--- src/logic/xcvr_pkg.sv ---
// constants for the registered bus transceiver and its register slave
package xcvr_pkg;
   localparam int unsigned LANES = 16;
   localparam int unsigned HALF = 8;
   localparam int unsigned ADDR_W = 8;
   localparam int unsigned DATA_W = 32;
   localparam int unsigned EVT_W = 4;
   // register byte offsets
   localparam logic [7:0] OFF_STORED_A = 8'h00;
   localparam logic [7:0] OFF_STORED_B = 8'h04;
   localparam logic [7:0] OFF_STATUS = 8'h08;
   localparam logic [7:0] OFF_CAPTURE = 8'h0C;
   localparam logic [7:0] OFF_EVENT = 8'h10;
   // status field positions, two bits each (one per half)
   localparam int unsigned ST_B_DRV_POS = 0;
   localparam int unsigned ST_A_DRV_POS = 2;
   localparam int unsigned ST_A_SEL_POS = 4;
   localparam int unsigned ST_B_SEL_POS = 6;
   // capture and event fields: A halves in [1:0], B halves in [3:2]
   localparam int unsigned EV_A_POS = 0;
   localparam int unsigned EV_B_POS = 2;
   localparam logic [1:0] RESP_OKAY = 2'h0;
   localparam logic [1:0] RESP_SLVERR = 2'h2;
   // reset values
   localparam logic PREV_CLK_RST = 1'b1;
   localparam logic [EVT_W-1:0] EVENT_RST = 4'h0;
   localparam logic OE_N_RST = 1'b1;
endpackage

--- src/logic/capture_slice.sv ---
// one storage register with its capture-edge detector
`timescale 1ns/1ps
module capture_slice #(
   parameter int unsigned WIDTH = 8
) (
   input wire logic aclk,
   input wire logic aresetn,
   input wire logic capture_level,
   input wire logic sw_capture,
   input wire logic [WIDTH-1:0] bus_level,
   output logic [WIDTH-1:0] stored,
   output logic captured
);
   logic prev_ff;
   logic captured_ff;
   logic [WIDTH-1:0] stored_ff;
   wire logic take = (capture_level & ~prev_ff) | sw_capture;

   always_ff @(posedge aclk) begin
      if (!aresetn) begin
         prev_ff <= xcvr_pkg::PREV_CLK_RST;
         captured_ff <= 1'b0;
      end else begin
         prev_ff <= capture_level;
         captured_ff <= take;
      end
   end

   // storage has no reset and ignores selects and enables
   always_ff @(posedge aclk) begin
      if (take) begin
         stored_ff <= bus_level;
      end
   end

   assign stored = stored_ff;
   assign captured = captured_ff;
endmodule

--- src/logic/skid_buffer2.sv ---
// two-entry valid/ready buffer
`timescale 1ns/1ps
module skid_buffer2 #(
   parameter int unsigned WIDTH = 34
) (
   input wire logic aclk,
   input wire logic aresetn,
   input wire logic in_valid,
   output logic in_ready,
   input wire logic [WIDTH-1:0] in_data,
   output logic out_valid,
   input wire logic out_ready,
   output logic [WIDTH-1:0] out_data
);
   logic out_valid_ff;
   logic skid_valid_ff;
   logic [WIDTH-1:0] out_data_ff;
   logic [WIDTH-1:0] skid_data_ff;
   wire logic push = in_valid & ~skid_valid_ff;
   wire logic pop = out_valid_ff & out_ready;
   wire logic out_free = ~out_valid_ff | pop;
   wire logic nxt_out_valid = out_free ? (skid_valid_ff | push) : 1'b1;
   wire logic nxt_skid_valid = out_free ? 1'b0 : (skid_valid_ff | push);
   wire logic [WIDTH-1:0] nxt_out_data =
      !out_free ? out_data_ff : (skid_valid_ff ? skid_data_ff : in_data);

   always_ff @(posedge aclk) begin
      if (!aresetn) begin
         out_valid_ff <= 1'b0;
         skid_valid_ff <= 1'b0;
      end else begin
         out_valid_ff <= nxt_out_valid;
         skid_valid_ff <= nxt_skid_valid;
      end
   end

   always_ff @(posedge aclk) begin
      out_data_ff <= nxt_out_data;
      if (push && !out_free) begin
         skid_data_ff <= in_data;
      end
   end

   assign in_ready = ~skid_valid_ff;
   assign out_valid = out_valid_ff;
   assign out_data = out_data_ff;
endmodule

--- src/logic/registered_bus_transceiver.sv ---
// registered 16-bit bus transceiver with an AXI4-Lite register slave
`timescale 1ns/1ps
module registered_bus_transceiver #(
   parameter int unsigned LANES = xcvr_pkg::LANES,
   parameter int unsigned HALF = xcvr_pkg::HALF,
   localparam int unsigned NH = LANES / HALF
) (
   input wire logic aclk,
   input wire logic aresetn,
   input wire logic [NH-1:0] a_to_b_drive_enable,
   input wire logic [NH-1:0] b_to_a_drive_enable_n,
   input wire logic [NH-1:0] a_to_b_source_select,
   input wire logic [NH-1:0] b_to_a_source_select,
   input wire logic [NH-1:0] a_side_capture_clock,
   input wire logic [NH-1:0] b_side_capture_clock,
   input wire logic [LANES-1:0] a_in,
   output logic [LANES-1:0] a_out,
   output logic [LANES-1:0] a_oe_n,
   input wire logic [LANES-1:0] b_in,
   output logic [LANES-1:0] b_out,
   output logic [LANES-1:0] b_oe_n,
   input wire logic [xcvr_pkg::ADDR_W-1:0] awaddr,
   input wire logic awvalid,
   output logic awready,
   input wire logic [xcvr_pkg::DATA_W-1:0] wdata,
   input wire logic [3:0] wstrb,
   input wire logic wvalid,
   output logic wready,
   output logic [1:0] bresp,
   output logic bvalid,
   input wire logic bready,
   input wire logic [xcvr_pkg::ADDR_W-1:0] araddr,
   input wire logic arvalid,
   output logic arready,
   output logic [xcvr_pkg::DATA_W-1:0] rdata,
   output logic [1:0] rresp,
   output logic rvalid,
   input wire logic rready
);
   localparam int unsigned RW = xcvr_pkg::DATA_W + 2;

   if (NH != 2 || LANES != NH * HALF || LANES > xcvr_pkg::DATA_W) begin
      $error("lane count must split into two halves within 32 bits");
   end

   function automatic logic is_mapped(input logic [xcvr_pkg::ADDR_W-1:0] a);
      is_mapped = (a == xcvr_pkg::OFF_STORED_A) ||
         (a == xcvr_pkg::OFF_STORED_B) || (a == xcvr_pkg::OFF_STATUS) ||
         (a == xcvr_pkg::OFF_CAPTURE) || (a == xcvr_pkg::OFF_EVENT);
   endfunction

   // pin side registers
   logic [LANES-1:0] a_out_ff;
   logic [LANES-1:0] a_oe_n_ff;
   logic [LANES-1:0] b_out_ff;
   logic [LANES-1:0] b_oe_n_ff;
   logic [LANES-1:0] nxt_a_out;
   logic [LANES-1:0] nxt_a_oe_n;
   logic [LANES-1:0] nxt_b_out;
   logic [LANES-1:0] nxt_b_oe_n;
   logic [LANES-1:0] stored_a;
   logic [LANES-1:0] stored_b;
   logic [LANES-1:0] a_level;
   logic [LANES-1:0] b_level;
   logic [NH-1:0] cap_a_evt;
   logic [NH-1:0] cap_b_evt;
   logic [NH-1:0] sw_cap_a;
   logic [NH-1:0] sw_cap_b;

   // bus level seen by capture: own drive when driving, else the pins
   assign a_level = (~a_oe_n_ff & a_out_ff) | (a_oe_n_ff & a_in);
   assign b_level = (~b_oe_n_ff & b_out_ff) | (b_oe_n_ff & b_in);

   for (genvar h = 0; h < NH; h++) begin : g_half
      // each half owns its controls and registers
      capture_slice #(.WIDTH(HALF)) u_cap_a (
         .aclk(aclk),
         .aresetn(aresetn),
         .capture_level(a_side_capture_clock[h]),
         .sw_capture(sw_cap_a[h]),
         .bus_level(a_level[h*HALF +: HALF]),
         .stored(stored_a[h*HALF +: HALF]),
         .captured(cap_a_evt[h])
      );
      capture_slice #(.WIDTH(HALF)) u_cap_b (
         .aclk(aclk),
         .aresetn(aresetn),
         .capture_level(b_side_capture_clock[h]),
         .sw_capture(sw_cap_b[h]),
         .bus_level(b_level[h*HALF +: HALF]),
         .stored(stored_b[h*HALF +: HALF]),
         .captured(cap_b_evt[h])
      );

      // A to B: live A when select low, stored A when high
      assign nxt_b_out[h*HALF +: HALF] = a_to_b_source_select[h] ?
         stored_a[h*HALF +: HALF] : a_in[h*HALF +: HALF];
      // B to A: live B when select low, stored B when high
      assign nxt_a_out[h*HALF +: HALF] = b_to_a_source_select[h] ?
         stored_b[h*HALF +: HALF] : b_in[h*HALF +: HALF];
      // port direction from the enables only
      assign nxt_b_oe_n[h*HALF +: HALF] =
         {HALF{~a_to_b_drive_enable[h]}};
      assign nxt_a_oe_n[h*HALF +: HALF] =
         {HALF{b_to_a_drive_enable_n[h]}};
   end

   // registered outputs: a select change moves all lanes of its half on one edge
   always_ff @(posedge aclk) begin
      if (!aresetn) begin
         a_out_ff <= '0;
         b_out_ff <= '0;
         a_oe_n_ff <= {LANES{xcvr_pkg::OE_N_RST}};
         b_oe_n_ff <= {LANES{xcvr_pkg::OE_N_RST}};
      end else begin
         a_out_ff <= nxt_a_out;
         b_out_ff <= nxt_b_out;
         a_oe_n_ff <= nxt_a_oe_n;
         b_oe_n_ff <= nxt_b_oe_n;
      end
   end

   assign a_out = a_out_ff;
   assign b_out = b_out_ff;
   assign a_oe_n = a_oe_n_ff;
   assign b_oe_n = b_oe_n_ff;

   // write channel
   logic aw_held_ff;
   logic w_held_ff;
   logic bvalid_ff;
   logic awready_ff;
   logic wready_ff;
   logic [1:0] bresp_ff;
   logic [xcvr_pkg::ADDR_W-1:0] awaddr_ff;
   logic [xcvr_pkg::DATA_W-1:0] wdata_ff;
   logic [3:0] wstrb_ff;
   logic [xcvr_pkg::EVT_W-1:0] event_ff;
   logic [xcvr_pkg::EVT_W-1:0] cap_cmd;
   logic [xcvr_pkg::EVT_W-1:0] ev_clr;
   logic [xcvr_pkg::EVT_W-1:0] ev_set;
   logic [xcvr_pkg::EVT_W-1:0] nxt_event;

   wire logic aw_take = awvalid & awready_ff;
   wire logic w_take = wvalid & wready_ff;
   wire logic wr_fire = aw_held_ff & w_held_ff & ~bvalid_ff;
   wire logic nxt_aw_held = (aw_held_ff | aw_take) & ~wr_fire;
   wire logic nxt_w_held = (w_held_ff | w_take) & ~wr_fire;
   wire logic nxt_bvalid = wr_fire | (bvalid_ff & ~bready);
   wire logic nxt_awready = ~nxt_aw_held & ~nxt_bvalid;
   wire logic nxt_wready = ~nxt_w_held & ~nxt_bvalid;
   wire logic [1:0] nxt_bresp = is_mapped(awaddr_ff) ?
      xcvr_pkg::RESP_OKAY : xcvr_pkg::RESP_SLVERR;
   wire logic wr_lane0 = wr_fire & wstrb_ff[0];

   assign cap_cmd = (wr_lane0 && awaddr_ff == xcvr_pkg::OFF_CAPTURE) ?
      wdata_ff[xcvr_pkg::EVT_W-1:0] : '0;
   assign ev_clr = (wr_lane0 && awaddr_ff == xcvr_pkg::OFF_EVENT) ?
      wdata_ff[xcvr_pkg::EVT_W-1:0] : '0;
   assign sw_cap_a = cap_cmd[xcvr_pkg::EV_A_POS +: NH];
   assign sw_cap_b = cap_cmd[xcvr_pkg::EV_B_POS +: NH];
   assign ev_set = {cap_b_evt, cap_a_evt};
   // a capture in the clearing cycle survives
   assign nxt_event = (event_ff & ~ev_clr) | ev_set;

   always_ff @(posedge aclk) begin
      if (!aresetn) begin
         aw_held_ff <= 1'b0;
         w_held_ff <= 1'b0;
         bvalid_ff <= 1'b0;
         awready_ff <= 1'b0;
         wready_ff <= 1'b0;
         bresp_ff <= xcvr_pkg::RESP_OKAY;
         event_ff <= xcvr_pkg::EVENT_RST;
      end else begin
         aw_held_ff <= nxt_aw_held;
         w_held_ff <= nxt_w_held;
         bvalid_ff <= nxt_bvalid;
         awready_ff <= nxt_awready;
         wready_ff <= nxt_wready;
         event_ff <= nxt_event;
         if (wr_fire) begin
            bresp_ff <= nxt_bresp;
         end
      end
   end

   always_ff @(posedge aclk) begin
      if (aw_take) begin
         awaddr_ff <= awaddr;
      end
      if (w_take) begin
         wdata_ff <= wdata;
         wstrb_ff <= wstrb;
      end
   end

   assign awready = awready_ff;
   assign wready = wready_ff;
   assign bvalid = bvalid_ff;
   assign bresp = bresp_ff;

   // read channel through the two-entry buffer
   logic [7:0] status_word;
   logic [xcvr_pkg::DATA_W-1:0] rd_word;
   logic [1:0] rd_resp;
   logic [RW-1:0] rd_out;
   logic rd_in_ready;

   for (genvar h = 0; h < NH; h++) begin : g_status
      assign status_word[xcvr_pkg::ST_B_DRV_POS + h] = ~b_oe_n_ff[h*HALF];
      assign status_word[xcvr_pkg::ST_A_DRV_POS + h] = ~a_oe_n_ff[h*HALF];
      assign status_word[xcvr_pkg::ST_A_SEL_POS + h] =
         a_to_b_source_select[h];
      assign status_word[xcvr_pkg::ST_B_SEL_POS + h] =
         b_to_a_source_select[h];
   end

   assign rd_word =
      (araddr == xcvr_pkg::OFF_STORED_A) ? xcvr_pkg::DATA_W'(stored_a) :
      (araddr == xcvr_pkg::OFF_STORED_B) ? xcvr_pkg::DATA_W'(stored_b) :
      (araddr == xcvr_pkg::OFF_STATUS) ? xcvr_pkg::DATA_W'(status_word) :
      (araddr == xcvr_pkg::OFF_EVENT) ? xcvr_pkg::DATA_W'(event_ff) :
      '0;
   assign rd_resp = is_mapped(araddr) ?
      xcvr_pkg::RESP_OKAY : xcvr_pkg::RESP_SLVERR;

   skid_buffer2 #(.WIDTH(RW)) u_rd_buf (
      .aclk(aclk),
      .aresetn(aresetn),
      .in_valid(arvalid),
      .in_ready(rd_in_ready),
      .in_data({rd_resp, rd_word}),
      .out_valid(rvalid),
      .out_ready(rready),
      .out_data(rd_out)
   );

   assign arready = rd_in_ready;
   assign rresp = rd_out[RW-1 -: 2];
   assign rdata = rd_out[xcvr_pkg::DATA_W-1:0];

   // with selects high, simultaneous edges store the old register; the
   // far side staggers them when loading one bus into both
endmodule

--- config.mk ---
export PLATFORM = sky130hd
export DESIGN_NAME = registered_bus_transceiver
export DESIGN_NICKNAME = d
export VERILOG_FILES = /design/src/logic/xcvr_pkg.sv /design/src/logic/capture_slice.sv /design/src/logic/skid_buffer2.sv /design/src/logic/registered_bus_transceiver.sv
export SDC_FILE = /design/constraint.sdc
export NUM_CORES = 1
export LEC_CHECK = 0
export BUFFER_PORTS_ARGS = -buffer_cell sky130_fd_sc_hd__buf_2
export CORE_AREA = 4 4 146 148
export DETAILED_ROUTE_END_ITERATION = 8
export DIE_AREA = 0 0 150 152
export GPL_TIMING_DRIVEN = 0
export PLACE_DENSITY = 0.65
export SETUP_SLACK_MARGIN = 0.4
export SLEW_MARGIN = 20
export SYNTH_ARGS = -nofsm -noshare
export SYNTH_HDL_FRONTEND = slang
export SYNTH_HIERARCHICAL = 1
export SYNTH_SLANG_ARGS = --single-unit
--- constraint.sdc ---
create_clock -name aclk -period 9.2 [get_ports aclk]
set_input_delay 0.92 -clock aclk [delete_from_list [all_inputs] [get_ports aclk]]
set_output_delay 0.92 -clock aclk [all_outputs]
set_load 0.02 [all_outputs]
# After elaboration in Yosys (flattened, before gate mapping)

Index checks and enable logic that the tools add are counted.

Output and inout port bits: 105
Register bits after elaboration: 184
Logic and storage cells: 122
Input port bits: 103

Reduce and logical (&&, ||, !) cells: 15
Equality and inequality tests: 8
Multiplexer cells: 14
Bitwise gates (word level): 55

Operator list:

| cell                                                                   | count |
|---|---|
| 16-bit AND                                                             | 4 |
| 8-bit 2-to-1 mux                                                       | 5 |
| 34-bit 2-to-1 mux                                                      | 1 |
| 8-bit by 4-bit equality test with 1-bit output (second input constant) | 4 |
| 16-bit 2-to-1 mux                                                      | 2 |
| 16-bit inverter                                                        | 2 |
| 16-bit bitwise OR                                                      | 2 |
| 1-bit inverter                                                         | 19 |
| 1-bit AND                                                              | 16 |
| 8-bit by 3-bit equality test with 1-bit output (second input constant) | 2 |
| 8-bit by 5-bit equality test with 1-bit output (second input constant) | 2 |
| 8-bit zero test                                                        | 2 |
| 4-bit 2-to-1 mux                                                       | 3 |
| 1-bit bitwise OR                                                       | 9 |
| 1-bit logical OR                                                       | 8 |
| 4-bit AND                                                              | 1 |
| 2-bit 2-to-1 mux                                                       | 2 |
| 4-bit inverter                                                         | 1 |
| 4-bit bitwise OR                                                       | 1 |
| 1-bit logical AND                                                      | 3 |
| 2-bit OR reduction                                                     | 1 |
| 1-bit zero test                                                        | 1 |
| 1-bit 2-to-1 mux                                                       | 1 |

# Depth between registers and ports, before layout

Depth in word-level cells: 8
Mapped depth: 6
Mapped depth without buffers: 4

# Cells and area by module

The synthesis kept the hierarchy.

By module, submodules not included:

| module                     | cells an instance | sequential area each (um^2) | area an instance (um^2) | times used |
|---|---|---|---|---|
| registered_bus_transceiver | 306               | 1311.3                      | 3129.3                  | 1 |
| skid_buffer2               | 114               | 2082.0                      | 2681.3                  | 1 |
| capture_slice              | 14                | 280.3                       | 314.1                   | 4 |

# Least setup slack after synthesis

No wires, ideal clock.

Kind: input port to flip-flop
From: in rready
To: reg u_rd_buf.skid_data_ff[0] (enable)
Buffers on the path: 0
Library setup time: 0.475 ns
Stages: 2
Slack: 4.298 ns
Arrival time: 4.427 ns
Required time: 8.725 ns
Path through: nand2b_1 -> nor3b_1

Cells in the longest elaborated chain, start to end: 4

Ends and longest elaborated chain:

| what                 | RTL line                         | source |
|---|---|---|
| from (decl)          | registered_bus_transceiver.sv:38 | `input wire logic rready` |
| 1-bit AND            | skid_buffer2.sv:20               | `wire logic pop = out_valid_ff & out_ready;` |
| 1-bit bitwise OR     | skid_buffer2.sv:21               | `wire logic out_free = ~out_valid_ff \| pop;` |
| 1-bit zero test      | --                               |  |
| 1-bit logical AND    | skid_buffer2.sv:39               | `if (push && !out_free) begin` |
| to (signal assigned) | skid_buffer2.sv:40               | `skid_data_ff <= in_data;` |
| to (decl)            | skid_buffer2.sv:18               | `logic [WIDTH-1:0] skid_data_ff;` |

No other way between the ends.
A chain may end at the register's enable or synchronous reset.

# Worst setup path after layout

From: in rready
To: reg u_rd_buf.skid_data_ff[22] (enable)

Cells in the longest elaborated chain, start to end: 4

Ends and longest elaborated chain:

| what                        | RTL line |
|---|---|
| 1-bit AND                   | skid_buffer2.sv:20 |
| 1-bit bitwise OR            | skid_buffer2.sv:21 |
| named net u_rd_buf.out_free | skid_buffer2.sv:21 |
| 1-bit zero test             | -- |
| 1-bit logical AND           | skid_buffer2.sv:39 |

The timed path passes the listed nets, and every way through them passes these cells.

==> flow_summary.yaml <==
setup_path:
  path_max_fanout: 20
  cpMaxStageDelayCell: "nor3b_2"
  reg2regPathDepth: 4
  cp-endpoint: "u_rd_buf/skid_data_ff[22]$_DFFE_PP_"
  startpoint_type: "input port"
  crit_top_cell: "buf_6"
  crit_required_ps: 9340
  reg2reg_to: "g_half[0].u_cap_b/stored[3]$_DFFE_PP_"
  timing.rr.start: "awaddr_ff[0]$_DFFE_PP_"
  crit_type: "input port to register"
  startpoint: "rready"
  arrival_ps: 2970
  end_kind: "register"
  rrSetupSlack_ps: 6720
  max_stage_delay_ps: 660
  crit_chain: "buf_2 -> nand2b_2 -> buf_16 -> nor3b_2 -> buf_6 -> buf_4 -> buf_6"
synth:
  synthesis.area_um2: 7067
  syn_inst: 476
  synthArstFlopShare_pct: 0
  synth_top_cell_area_share_pct: 48.02
  synth.distinct_cells: 40
  dominantRegCellSynth: "edfxtp_1"
  synth_enable_flop_cells: 113
  ys_top_cells_by_area: "edfxtp_1, dfxtp_1, mux2_2, mux2i_1, mux2_4"
  syn_avg_cell_area_um2: 14.85
  yosysTopAreaCell: "edfxtp_1"
  ys_ff_latch: 169
  ys_seq_area_share_pct: 63.88
  yosysWarnings: 6
sta:
  finalSetupViolCount: 0
  finClkSkew_ps: 8.156
  tightestPinTransition_ps: 815.1
  rsz0062_at_grt: "no"
  setup_tns_ps: 0
  relSlewSlack_pct: 45.16
  final_hold_viol_count: 0
  fmax_mhz: 353.2
  finalCriticalPeriod_ps: 2831
  slew_violations: 0
  final.period_utilization_pct: 30.77
final_layout:
  nFillCells: 1881
  drive_above_1_share_pct: 45.25
  nNetsFinal: 806
  layout_commonest_cell: "buf_2"
  areaGrowthSynthToFinish_pct: 27.05
  final_core_util_pct: 44.81
  final_cell_mix: "buf_2, edfxtp_1, dfxtp_1"
  final_cells: 987
hold_path:
  hold_path_depth: 1
  hp-class: "register to register"
routing:
  avgViaCountPerCell: 4.327
  dr.pass1.iters: 4
  first_iter_violations: 158
  drc: 0
  vias: 4271
  routed_wl_um: 15180
  ant_nets: 0
  wl_per_cell_um: 15.38
grt:
  track_usage_pct: 13.63
  overflow: 0
  grt_pass1_wl_um: 23490
  antenna_found_initial: 3
  grt_pass1_vias: 4364
  grt_max_degree: 21
clock_network:
  cts_hold_buf: 0
  clk_pin_slew_ps: 60
  cts_root_buffer: "clkbuf_16"
  postCtsSetupRepairBufs: 0
  htreeDepth: 4
  numCtsBuffers: 17
  clock-sinks: 169
  cts_resized: 0
  clk_latency_ps: 430
  cts_tree: "done"
  cts_max_path_buffers: 2
placed_design:
  port_buffers: 170
  dp_cells: 954
  gp_congestion: 0.7661
  hpwlAfterDp_um: 11190
floorplan:
  core_area_um2: 20040
  initial_core_util_pct: 35.26
  die-area_um2: 22800
  row_count: 52
  die_w_um: 150
  die_h_um: 152
  ios: 208
power:
  peakVddDrop_v: 0.0001258
  powerDensity_nw_per_um2: 187.6
  p_leak_nw: 3.727
flow_run:
  maxCapViolations: 0
status:
  status: "finished clean"
-- routing by layer --
| layer | GRT usage, % | part of all wire [%] | vias up |
|---|---|---|---|
| met5 | 0 | 0.18 | - |
| met4 | 4.575 | 1.1 | 4 |
| met3 | 4.707 | 7.1 | 17 |
| met2 | 22.70 | 49 | 128 |
| met1 | 16.45 | 42 | 2006 |
| li1 | - | - | 2116 |
-- per-stage QoR --
step | total power [W] | worst slack, ps | instance area [um2] | hold slack, ps
6_report | 0.001684 | 6369 | 8979 | 452.0
2_1_floorplan | 0.0009916 | 4298 | 7194 | 423.5
3_3_place_gp | 0.001057 | 2838 | 8383 | 434.0
3_5_place_dp | 0.001061 | 5903 | 8448 | 445.2
4_1_cts | 0.001706 | 6359 | 8976 | 453.9
5_1_grt | 0.001754 | 6235 | 8979 | 485.5
-- sequential cells by signal (all words and copies together) (netlist names), 2 cells and up --
name / cells
awaddr_ff: 8
event_ff: 4
g_half.u_cap_b/captured: 2
g_half.u_cap_a/captured: 2
u_rd_buf/out_data: 34
g_half.u_cap_a/stored: 16
a_oe_n: 2
g_half.u_cap_a/prev_ff: 2
b_out: 16
g_half.u_cap_b/prev_ff: 2
b_oe_n: 2
u_rd_buf/skid_data_ff: 34
g_half.u_cap_b/stored: 16
a_out: 16
wdata_ff: 4
-- logic make-up after synthesis --
logic type	share of synthesized area, %
flip-flops	63.88
AND/OR/NAND/NOR	9.384
buffers and inverters	5.241
multiplexers	18.82
other	0.05307
AO/OA/AOI/OAI	2.620
-- Yosys cell counts (2+ instances only) --
cell and n:
nand2_1 13, buf_4 29, a31oi_1 4, a32oi_1 4, or2_1 4, mux2_4 27, o21a_1 4, or2_2 4
mux2i_1 44, o21ai_0 6, a211oi_1 4, inv_1 5, nor2b_1 33, nor2_1 19, and2_1 6, nand3_1 2
dfxtp_1 56, a21boi_0 2, clkbuf_1 14, or4b_2 2, buf_12 3, nor3_1 4, nand2b_1 9, mux2_2 43
a21oi_1 4, nor2b_4 4, edfxtp_1 113, buf_2 2
-- worst min path at each step --
stage                                from                     end  slack, ps
floorplan           wdata_ff[0]$_DFFE_PP_  event_ff[0]$_SDFF_PN0_        420
global placement    wdata_ff[0]$_DFFE_PP_  event_ff[0]$_SDFF_PN0_        430
detailed placement  wdata_ff[0]$_DFFE_PP_  event_ff[0]$_SDFF_PN0_        450
CTS                 wdata_ff[0]$_DFFE_PP_  event_ff[0]$_SDFF_PN0_        450
global route        wdata_ff[3]$_DFFE_PP_  event_ff[3]$_SDFF_PN0_        490
finish              wdata_ff[0]$_DFFE_PP_  event_ff[0]$_SDFF_PN0_        450
-- area by class of cell --
cell class              instances  area, um2  area share (%)
well taps                     270      337.8           3.763
repair buffers                174      908.4           10.12
inverters                       5      18.77          0.2090
diodes                          1      2.502         0.02787
clock buffers                  18      429.2           4.780
multi-input cells             287       2317           25.81
flip-flops and latches        169       4514           50.28
clock inverters                14      98.84           1.101
plain buffers                  49      351.6           3.916
-- power by group --
group          switching (W)  leakage [nW]  total [W]  internal (W)
clock               0.000297         0.255   0.000642      0.000346
sequential         0.0000169          1.53   0.000865      0.000848
combinational      0.0000983          1.94   0.000177     0.0000783
total               0.000412          3.73    0.00168       0.00127
-- critical path, delay by kind of cell --
family        cells  cell delay, ps
buf+inv           5             980
simple gates      2            1070
No activity file was read; power rests on OpenSTA's default activity.
